**src/hw/serial_baud_consts.svh**
```systemverilog
// Constants for the serial bit-rate generator and pin control block
`ifndef SERIAL_BAUD_CONSTS_SVH
`define SERIAL_BAUD_CONSTS_SVH
// ------------------------------------------------------------------
// Register offsets (byte addresses on the plain register port)
// ------------------------------------------------------------------
`define OFS_CHAN1_DIVISOR    4'h0
`define OFS_CHAN2_DIVISOR    4'h1
`define OFS_CHAN1_PRESCALE   4'h2
`define OFS_CHAN2_PRESCALE   4'h3
`define OFS_CLOCK_STOP_1     4'h4
`define OFS_PIN_CONTROL      4'h5
`define OFS_GEN_STATUS       4'h6
// ------------------------------------------------------------------
// Reset values
// ------------------------------------------------------------------
`define RST_DIVISOR          8'hFF
`define RST_PRESCALE         2'h0
`define RST_CLOCK_STOP_1     8'hFF
`define RST_PIN_CONTROL      8'hC0
// ------------------------------------------------------------------
// Field positions
// ------------------------------------------------------------------
`define BIT_CHAN1_RUN        6
`define BIT_CHAN2_RUN        5
`define BIT_CHAN2_TX_SEL     5
`define BIT_CHAN1_TX_SEL     4
`define BIT_CHAN2_TX_INV     3
`define BIT_CHAN2_RX_INV     2
`define BIT_CHAN1_TX_INV     1
`define BIT_CHAN1_RX_INV     0
`define PIN_CONTROL_FIXED    8'hC0
`define PIN_CONTROL_WMASK    8'h3F
// ------------------------------------------------------------------
// Timing counts
// ------------------------------------------------------------------
`define PRE16_MASK           6'h0F
`define PRE64_MASK           6'h3F
`define ASYNC_PHASE_LAST     6'h3F
`define ASYNC_SAMPLE_MASK    6'h03
`define SYNC_PHASE_MASK      6'h07
`endif

```
**src/hw/placeholder_none.sv**
```systemverilog
// Empty unit kept for compile order; holds no logic
`timescale 1ns/1ps
`default_nettype none
`default_nettype wire

```
**src/hw/serial_baud_pkg.sv**
```systemverilog
// Types for the serial bit-rate generator and pin control block
package serial_baud_pkg;

  typedef enum logic [1:0] {
    PRE_SYSTEM   = 2'b00,
    PRE_SUBCLOCK = 2'b01,
    PRE_DIV16    = 2'b10,
    PRE_DIV64    = 2'b11
  } prescale_sel_t;

  typedef struct packed {
    logic [1:0][7:0] divisor;
    logic [1:0][1:0] prescale;
    logic [7:0]      clock_stop;
    logic [7:0]      pin_control;
    logic [5:0]      pre_cnt;
    logic            sub_half;
    logic [1:0][7:0] div_cnt;
    logic [1:0][5:0] phase;
    logic [1:0]      sample_tick;
    logic [1:0]      bit_tick;
    logic [7:0]      rdata;
    logic [1:0]      tx_out;
    logic [1:0]      tx_oe_n;
    logic [1:0]      rx_data;
  } state_t;

endpackage : serial_baud_pkg

```
**src/hw/serial_baud_and_pin_control.sv**
```systemverilog
// Bit-rate generators, module standby and pin control for two serial channels
`timescale 1ns/1ps
`default_nettype none
`include "serial_baud_consts.svh"

// Summary of operation
// - Divisor resets to FF, also in standby
// - Divisor readable at any time, writable only while the channel runs outside standby
// - Asynchronous rate: input over 64 times N+1
// - Synchronous rate: input over 8 times N+1
// - Prescale select picks system, sub, /16, /64
// - Sub-clock halved unless in subactive/subsleep
// - Eight module-stop bits reset to one, RW
// - Bit 6 low stops first channel
// - Standby forces both channels' registers to reset
// - Bit 5 low stops and resets second channel
// - Pin control register resets to C0
// - Pin control bits 7,6 read one, ignore writes
// - Bit 5 routes pin to channel 2 transmit
// - Bit 4 routes pin to channel 1 transmit
// - Bit 3 inverts channel 2 transmit data
// - Bit 2 inverts channel 2 receive data
// - Bit 1 inverts channel 1 transmit data
// - Bit 0 inverts channel 1 receive data
// - External serial clock idles internal generator
module serial_baud_and_pin_control (
  input  wire logic       CLOCK,            // System clock
  input  wire logic       RESET_N,          // Asynchronous reset, active low
  input  wire logic [3:0] REG_ADDR,         // Register byte address
  input  wire logic [7:0] REG_WDATA,        // Register write data
  input  wire logic       REG_WRITE,        // Write strobe
  input  wire logic       REG_READ,         // Read strobe
  output logic      [7:0] REG_RDATA,        // Read data, cycle after strobe
  input  wire logic       SUB_CLK_TICK,     // One pulse per sub-clock period
  input  wire logic       SUB_MODE,         // Subactive or subsleep active
  input  wire logic       STANDBY_MODE,     // Standby or watch mode active
  input  wire logic [1:0] CHAN_SYNC_MODE,   // Per channel: 1 synchronous
  input  wire logic [1:0] CHAN_EXT_CLOCK,   // Per channel: external clock used
  output logic      [1:0] CHAN_MODULE_RESET,// Per channel: hold engine reset
  output logic      [1:0] CHAN_SAMPLE_TICK, // Per channel: 16x tick, async
  output logic      [1:0] CHAN_BIT_TICK,    // Per channel: bit-rate tick
  input  wire logic [1:0] CHAN_TX_DATA,     // Per channel: engine transmit data
  input  wire logic [1:0] PORT_OUT,         // Per pin: general I/O output level
  input  wire logic [1:0] PORT_OE_N,        // Per pin: general I/O enable, low
  output logic      [1:0] TX_PIN_OUT,       // Per pin: shared pin output level
  output logic      [1:0] TX_PIN_OE_N,      // Per pin: shared pin enable, low
  input  wire logic [1:0] RX_PIN,           // Per channel: receive pin level
  output logic      [1:0] CHAN_RX_DATA      // Per channel: receive data to engine
);

  // ------------------------------------------------------------------
  // State
  // ------------------------------------------------------------------
  serial_baud_pkg::state_t state_ff;
  serial_baud_pkg::state_t nxt_state;

  logic [1:0] chan_run;
  logic [1:0] pre_tick;
  logic [1:0] tx_sel;
  logic [1:0] tx_inv;
  logic [1:0] rx_inv;
  logic       tick16;
  logic       tick64;

  // ------------------------------------------------------------------
  // Decoded controls
  // ------------------------------------------------------------------
  always_comb
  begin
    chan_run[0] = state_ff.clock_stop[`BIT_CHAN1_RUN];
    chan_run[1] = state_ff.clock_stop[`BIT_CHAN2_RUN];
    tx_sel[0]   = state_ff.pin_control[`BIT_CHAN1_TX_SEL];
    tx_sel[1]   = state_ff.pin_control[`BIT_CHAN2_TX_SEL];
    tx_inv[0]   = state_ff.pin_control[`BIT_CHAN1_TX_INV];
    tx_inv[1]   = state_ff.pin_control[`BIT_CHAN2_TX_INV];
    rx_inv[0]   = state_ff.pin_control[`BIT_CHAN1_RX_INV];
    rx_inv[1]   = state_ff.pin_control[`BIT_CHAN2_RX_INV];
    tick16      = ((state_ff.pre_cnt & `PRE16_MASK) == `PRE16_MASK);
    tick64      = (state_ff.pre_cnt == `PRE64_MASK);
  end

  // ------------------------------------------------------------------
  // Prescaler input selection per channel
  // ------------------------------------------------------------------
  always_comb
  begin
    for (int i = 0; i < 2; i++)
    begin
      case (serial_baud_pkg::prescale_sel_t'(state_ff.prescale[i]))
        serial_baud_pkg::PRE_SYSTEM:   pre_tick[i] = 1'b1;
        serial_baud_pkg::PRE_SUBCLOCK: pre_tick[i] = SUB_CLK_TICK &
                                                     (SUB_MODE | state_ff.sub_half);
        serial_baud_pkg::PRE_DIV16:    pre_tick[i] = tick16;
        serial_baud_pkg::PRE_DIV64:    pre_tick[i] = tick64;
        default:                       pre_tick[i] = 1'b0;
      endcase
    end
  end

  // ------------------------------------------------------------------
  // Next-state logic
  // ------------------------------------------------------------------
  always_comb
  begin
    nxt_state             = state_ff;
    nxt_state.sample_tick = 2'b00;
    nxt_state.bit_tick    = 2'b00;
    nxt_state.rdata       = 8'h00;
    nxt_state.pre_cnt     = 6'(state_ff.pre_cnt + 6'h01);
    if (SUB_CLK_TICK)
    begin
      nxt_state.sub_half = ~state_ff.sub_half;
    end

    // Register writes; divisor and prescale writes are lost while the channel is stopped or in standby
    if (REG_WRITE)
    begin
      case (REG_ADDR)
        `OFS_CHAN1_DIVISOR:  nxt_state.divisor[0]  = REG_WDATA;
        `OFS_CHAN2_DIVISOR:  nxt_state.divisor[1]  = REG_WDATA;
        `OFS_CHAN1_PRESCALE: nxt_state.prescale[0] = REG_WDATA[1:0];
        `OFS_CHAN2_PRESCALE: nxt_state.prescale[1] = REG_WDATA[1:0];
        `OFS_CLOCK_STOP_1:   nxt_state.clock_stop  = REG_WDATA;
        `OFS_PIN_CONTROL:    nxt_state.pin_control = `PIN_CONTROL_FIXED |
                                                     (REG_WDATA & `PIN_CONTROL_WMASK);
        default:             nxt_state.rdata       = 8'h00;
      endcase
    end

    // Register reads, data stands in the following cycle only
    if (REG_READ)
    begin
      case (REG_ADDR)
        `OFS_CHAN1_DIVISOR:  nxt_state.rdata = state_ff.divisor[0];
        `OFS_CHAN2_DIVISOR:  nxt_state.rdata = state_ff.divisor[1];
        `OFS_CHAN1_PRESCALE: nxt_state.rdata = {6'h00, state_ff.prescale[0]};
        `OFS_CHAN2_PRESCALE: nxt_state.rdata = {6'h00, state_ff.prescale[1]};
        `OFS_CLOCK_STOP_1:   nxt_state.rdata = state_ff.clock_stop;
        `OFS_PIN_CONTROL:    nxt_state.rdata = state_ff.pin_control | `PIN_CONTROL_FIXED;
        `OFS_GEN_STATUS:     nxt_state.rdata = {4'h0, STANDBY_MODE, SUB_MODE,
                                                chan_run & ~CHAN_EXT_CLOCK};
        default:             nxt_state.rdata = 8'h00;
      endcase
    end

    // Bit-rate generators
    for (int i = 0; i < 2; i++)
    begin
      if (!chan_run[i] || STANDBY_MODE)
      begin
        // Module standby and chip standby return the channel to reset values
        nxt_state.divisor[i]  = `RST_DIVISOR;
        nxt_state.prescale[i] = `RST_PRESCALE;
        nxt_state.div_cnt[i]  = `RST_DIVISOR;
        nxt_state.phase[i]    = 6'h00;
      end
      else if (CHAN_EXT_CLOCK[i])
      begin
        // Generator parked while the channel times from its external clock
        nxt_state.div_cnt[i] = state_ff.divisor[i];
        nxt_state.phase[i]   = 6'h00;
      end
      else if (pre_tick[i])
      begin
        if (state_ff.div_cnt[i] == 8'h00)
        begin
          nxt_state.div_cnt[i] = state_ff.divisor[i];
          nxt_state.phase[i]   = 6'(state_ff.phase[i] + 6'h01);
          if (CHAN_SYNC_MODE[i])
          begin
            nxt_state.bit_tick[i] = ((state_ff.phase[i] & `SYNC_PHASE_MASK)
                                     == `SYNC_PHASE_MASK);
          end
          else
          begin
            nxt_state.sample_tick[i] = ((state_ff.phase[i] & `ASYNC_SAMPLE_MASK)
                                        == `ASYNC_SAMPLE_MASK);
            nxt_state.bit_tick[i]    = (state_ff.phase[i] == `ASYNC_PHASE_LAST);
          end
        end
        else
        begin
          nxt_state.div_cnt[i] = 8'(state_ff.div_cnt[i] - 8'h01);
        end
      end
    end

    // Pin function and inversion
    for (int i = 0; i < 2; i++)
    begin
      if (tx_sel[i])
      begin
        nxt_state.tx_out[i]  = CHAN_TX_DATA[i] ^ tx_inv[i];
        nxt_state.tx_oe_n[i] = 1'b0;
      end
      else
      begin
        nxt_state.tx_out[i]  = PORT_OUT[i];
        nxt_state.tx_oe_n[i] = PORT_OE_N[i];
      end
      nxt_state.rx_data[i] = RX_PIN[i] ^ rx_inv[i];
    end
  end

  // ------------------------------------------------------------------
  // State register
  // ------------------------------------------------------------------
  always_ff @(posedge CLOCK or negedge RESET_N)
  begin
    if (!RESET_N)
    begin
      state_ff.divisor     <= {`RST_DIVISOR, `RST_DIVISOR};
      state_ff.prescale    <= {`RST_PRESCALE, `RST_PRESCALE};
      state_ff.clock_stop  <= `RST_CLOCK_STOP_1;
      state_ff.pin_control <= `RST_PIN_CONTROL;
      state_ff.pre_cnt     <= 6'h00;
      state_ff.sub_half    <= 1'b0;
      state_ff.div_cnt     <= {`RST_DIVISOR, `RST_DIVISOR};
      state_ff.phase       <= 12'h000;
      state_ff.sample_tick <= 2'b00;
      state_ff.bit_tick    <= 2'b00;
      state_ff.rdata       <= 8'h00;
      state_ff.tx_out      <= 2'b11;
      state_ff.tx_oe_n     <= 2'b11;
      state_ff.rx_data     <= 2'b11;
    end
    else
    begin
      state_ff <= nxt_state;
    end
  end

  // ------------------------------------------------------------------
  // Outputs
  // ------------------------------------------------------------------
  always_comb
  begin
    REG_RDATA         = state_ff.rdata;
    CHAN_MODULE_RESET = ~chan_run | {2{STANDBY_MODE}};
    CHAN_SAMPLE_TICK  = state_ff.sample_tick;
    CHAN_BIT_TICK     = state_ff.bit_tick;
    TX_PIN_OUT        = state_ff.tx_out;
    TX_PIN_OE_N       = state_ff.tx_oe_n;
    CHAN_RX_DATA      = state_ff.rx_data;
  end

endmodule : serial_baud_and_pin_control
`default_nettype wire

```
**config.mk**
```make
export PLATFORM = sky130hd
export DESIGN_NAME = serial_baud_and_pin_control
export DESIGN_NICKNAME = d
export VERILOG_FILES = /design/src/hw/placeholder_none.sv /design/src/hw/serial_baud_pkg.sv /design/src/hw/serial_baud_and_pin_control.sv
export VERILOG_INCLUDE_DIRS = /design/src /design/src/hw
export SDC_FILE = /design/constraint.sdc
export NUM_CORES = 1
export LEC_CHECK = 0
export ABC_AREA = 1
export BUFFER_PORTS_ARGS = -buffer_cell sky130_fd_sc_hd__buf_2
export CAP_MARGIN = 40
export CORE_MARGIN = 2
export CORE_UTILIZATION = 49
export DETAILED_ROUTE_END_ITERATION = 8
export HOLD_SLACK_MARGIN = 0.05
export PLACE_DENSITY = 0.75
export SETUP_SLACK_MARGIN = 0.5
export SLEW_MARGIN = 20
export SYNTH_ARGS = -nofsm -noshare
export SYNTH_HDL_FRONTEND = slang
export SYNTH_SLANG_ARGS = --single-unit
export TNS_END_PERCENT = 100
```
**constraint.sdc**
```tcl
create_clock -name CLOCK -period 3.6 [get_ports CLOCK]
set_input_delay 0.36 -clock CLOCK [delete_from_list [all_inputs] [get_ports CLOCK]]
set_output_delay 0.36 -clock CLOCK [all_outputs]
set_load 0.05 [all_outputs]
```
Word-level counts from Yosys, hierarchy flattened. Cells that the tools add are included.

Word-level logic and storage cells: 136. Input port bits: 31. Output and inout port bits: 20. Bits in registers: 87.

Bitwise logic cells: 11. Reduce and logical (&&, ||, !) cells: 27. Equal/unequal tests: 20. Mux-type cells: 55. Add/sub/neg operators: 5.

Operator list (number): $mux W8 (14); $pmux W8 S7 (1); $mux W6 (9); $mux W36 (1); $mux W1 (24); $add A6 B1 Y6 const B (3); $eq A6 B6 Y1 const B (3); $logic_not A8 Y1 (2); $reduce_and A2 Y1 (8); $sub A8 B1 Y8 const B (2); $eq A2 B2 Y1 const B (6); $eq A4 B3 Y1 const B (3); $reduce_bool A2 Y1 (6); $reduce_bool A3 Y1 (4); $eq A4 B2 Y1 const B (2); $mux W2 (4); $pmux W1 S4 (2); $eq A3 B3 Y1 const B (2); $eq A2 B1 Y1 const B (2); $eq A4 B1 Y1 const B (1); $eq A4 B4 Y1 const B (1); $logic_not A2 Y1 (2); $logic_not A4 Y1 (1); $not A2 Y2 (2); other kinds (8) (13).

Depth between registers and ports, before layout.
Word-level depth: 6. Mapped depth: 9. Gate-level depth less buffers: 9.

Worst setup path after synthesis. OpenSTA, ideal clock, no wires.

Path type: flip-flop to flip-flop. Start point: reg state_ff, in the netlist chan_run[1]. End point: reg state_ff[44] (netlist bit). Data arrival time: 1.450 ns. Path buffers: 1. Path slack: 2.083 ns. Setup time: 0.067 ns. Data required time: 3.533 ns. Cell stages (with the launch flop): 8. Clock period less this slack: 1.517 ns. Path through: dfstp_2 nand2_2 nor2_4 nand3_4 buf_6 nand2_1 nor2_1 nor2_1.

Cells in the longest elaborated chain, start to end: 3. Elaborated cells on any way between the ends: 4. Classes of those cells: 1 x mux; 3 x reduce/logical.

Ends and longest elaborated chain: from (decl) (RTL line serial_baud_and_pin_control.sv:54) `serial_baud_pkg::state_t state_ff;`; from (signal assigned) (RTL line serial_baud_and_pin_control.sv:229) `state_ff <= nxt_state;`; $logic_not A1 Y1 * (RTL line serial_baud_and_pin_control.sv:149) `if (!chan_run[i] || STANDBY_MODE)`; $logic_or A1 B1 Y1 * (RTL line serial_baud_and_pin_control.sv:149); $reduce_bool A3 Y1 (no line) / $mux W8 (equally long branches).

Every way passes the cells marked *; elsewhere a longest branch is shown, timed or not. A chain may end at the register's enable or synchronous reset.

Final worst setup path.
Start point: reg state_ff, in the netlist chan_run[1]. End point: out CHAN_MODULE_RESET[1].

Cells in the longest elaborated chain, start to end: 2.

Ends and longest elaborated chain: $not A2 Y2 (RTL line serial_baud_and_pin_control.sv:239) `CHAN_MODULE_RESET = ~chan_run | {2{STANDBY_MODE}};`; $or A2 B2 Y2 (RTL line serial_baud_and_pin_control.sv:239); to (decl) (RTL line serial_baud_and_pin_control.sv:39) `output logic [1:0] CHAN_MODULE_RESET,`.

Every way passes these cells.

==> run_results.csv <==
group,metric,value,unit
setup_path,path_cells,"nand2_2, buf_2",
yosys,synth.yosys.seq_area_share,0.4658,
clock_tree,path_clk_slew,0.11,ns
power,combPwrFrac,0.154,
power,vdd.ir_drop.worst,0.2215,mV
detailed_routing,drt_iter0_drc,225,
die,start_util,0.4977,
setup_path,worstPathRequired,3.24,ns
power,p_seq_frac,0.525,
detailed_routing,drtPass1Iterations,5,
power,internal-power,0.001437,W
setup_path,worst-r2r-cell-count,8,
sta,fin_tns_setup,0,ns
status,status,"complete, no violations",
clock_tree,clk_latency,0.37,ns
placed_design,portBuffers,50,
job,max_cap_viol_count,0,
power,clockPowerShare,0.321,
placed_design,hpwl,8.054,mm
clock_tree,cts_made_buffers,9,
clock_tree,cts_sinks,87,
setup_path,arrival,1.39,ns
die,coreArea,9639,µm²
yosys,synth_cell_types,36,
sta,worstMarginPinSlew,0.6721,ns
yosys,synth_cells,579,
yosys,netlist.area_leader.share,0.2520,
power,pwr_density_cell,406.4,nW/µm²
setup_path,crit_slowest_cell,"dfstp_2",
yosys,avgSynthCellArea,8.285,µm²
global_routing,overflow,0,
global_routing,grt_pass1_vias,3713,
yosys,yosysTopAreaCell,"dfstp_2",
detailed_routing,drc,0,
sta,rsz0062_at_grt,"false",
clock_tree,cts_buffer_depth,2,
final_layout,syn_to_final_growth,9.051,%
final_layout,drive_above_1_share,0.2609,
die,die_y,102.9,µm
sta,final.period_utilization,0.4858,
global_routing,track_usage,0.2158,
setup_path,worst-path-max-fanout,8,
clock_tree,root_buffer,"clkbuf_8",
clock_tree,cts_setup_buffers,0,
global_routing,grt_max_degree,55,
detailed_routing,drt-total-wl,10.57,mm
sta,fmax,571.8,MHz
detailed_routing,final_antenna_net_count,0,
min_path,hold-path-cell-count,2,
sta,setup_viol,0,
setup_path,start_kind,"flip-flop",
power,p_switching,0.0006887,W
global_routing,antenna_found_initial,0,
global_routing,grt_pass1_wl,17.62,mm
global_routing,use_met2,0.3447,
die,ios,51,
final_layout,diodes,0,
yosys,synth_warnings,0,
clock_tree,htreeDepth,3,
sta,final_hold_viol_count,0,
sta,fin_crit,1.749,ns
setup_path,critical_path_class,"reg -> out",
detailed_routing,via_per_inst,5.241,
power,p_sw_frac,0.3240,
final_layout,fin_nets,652,
die,rows,36,
setup_path,cp-end-kind,"output pin",
sta,slew_headroom,0.5515,
setup_path,r2r_slack,1.86,ns
min_path,hp-class,"in -> reg",
clock_tree,cts_tree,"done",
detailed_routing,num_vias,3931,
die,fp.dieW,102.9,µm
power,power,0.002126,W
yosys,synth_nets,619,
sta,drv_slew,0,
yosys,synth_flop_cell,"dfstp_2",
yosys,netlist_area,4797,µm²
setup_path,max_stage_delay,0.60,ns
yosys,synth-seq-cells,87,
yosys,synth-async-reset-ratio,1.000,
sta,clock_skew,0.01420,ns
global_routing,grt.busiest_layer,"met2",
placed_design,place_congestion,0.9250,
global_routing,met3_usage,0.03458,
detailed_routing,wl_per_cell,14.09,µm
yosys,synth_common_cells,"139 x nand2_1, 66 x nor2_1, 51 x inv_1, 46 x dfstp_2, 41 x dfrtp_1",
global_routing,gr-usage-met1,0.2950,
yosys,synth_edf_count,0,
power,p_leak,2.567,nW
yosys,synth.most_common_cell,"nand2_1",
yosys,synthTopCellsByArea,"dfstp_2 25%, dfrtp_1 21%, nand2_1 11%",
die,die_area,10600,µm²
## what timing repair did
action | 4_1_cts | 5_1_grt
hold buffers | 1 | 0
gates resized for setup | 0 | 0
hold endpoints to repair | 14 | 0
## state kept, by name (all words and copies together) (netlist names)
register / count
REG_RDATA: 8
CHAN_SAMPLE_TICK: 2
TX_PIN_OE_N: 2
CHAN_BIT_TICK: 2
CHAN_RX_DATA: 2
TX_PIN_OUT: 2
state_ff: 65
chan_run: 2
rx_inv: 2
## through the flow
| stage | utilization | setup slack [ns] | hold WS, ns | cell area, µm² | cells |
|---|---|---|---|---|---|
| 3_3_place_gp | 0.5182 | 1.870 | 0.4153 | 4995 | 732 |
| 4_1_cts | 0.5427 | 1.845 | 0.1118 | 5231 | 750 |
| 2_1_floorplan | - | 2.083 | 0.06441 | 4797 | 579 |
| 3_5_place_dp | 0.5210 | 1.814 | 0.3429 | 5022 | 733 |
| 6_report | 0.5427 | 1.851 | 0.1182 | 5231 | 750 |
| 5_1_grt | 0.5427 | 1.682 | 0.1109 | 5231 | 750 |
## cells by family after synthesis
group / Yosys count / synth area share
flip-flops: 87 / 0.4658
AO/OA/AOI/OAI: 91 / 0.1179
adder cells (fa/ha/maj): 9 / 0.02347
AND/OR/NAND/NOR: 286 / 0.2705
buffers and inverters: 91 / 0.09494
XOR/XNOR: 15 / 0.02739
## cell usage in the layout, fill, tap and decap left out, drive strengths merged, types with 6 or more instances in the layout
cell type  count
nand2        148
nor2          81
inv           65
o21ai         57
buf           51
dfstp         46
dfrtp         41
nand3         40
o211ai        13
nand4         11
a21oi         10
xor2           9
ha             9
clkbuf         9
xnor2          6
## power groups by stage
stage,Sequential (W),Clock (W),Combinational [W]
finish,0.00112,0.000681,0.000327
global route,0.00112,0.000749,0.000360
CTS,0.00112,0.000697,0.000329
detailed placement,0.00113,0,0.000328
global placement,0.00113,0,0.000317
floorplan,0.00112,0,0.000254
## final timing paths
check,startpoint,to
worst max-delay path,chan_run[1],CHAN_MODULE_RESET[1]
worst min-delay path,RX_PIN[1],CHAN_RX_DATA[1]
worst max register to register,state_ff[47],state_ff[22]
worst min register to register,state_ff[58],TX_PIN_OE_N[1]
max in group asynchronous,RESET_N,state_ff[41]
min in group asynchronous,RESET_N,REG_RDATA[0]
## final cells by class
type | instances | area, µm²
clock buffer | 9 | 123.9
clock inverter | 7 | 75.07
fill | 915 | 4408
inverter | 61 | 234.0
multi-input combinational | 401 | 2107
sequential | 87 | 2235
tap | 133 | 166.4
timing repair buffer | 52 | 290.3
## routing by layer
metal | share of wire | vias to the layer above
li1 | - | 1937
met4 | 0.026 | 0
met2 | 0.48 | 116
met5 | 0 | -
met1 | 0.45 | 1854
met3 | 0.051 | 24
## critical path: cells and delay by family, from the launching register on
family,cells,cell delay (ns)
flops,1,0.60
simple gates,1,0.17
buf+inv,1,0.26
No activity file was read; power rests on OpenSTA's default activity.
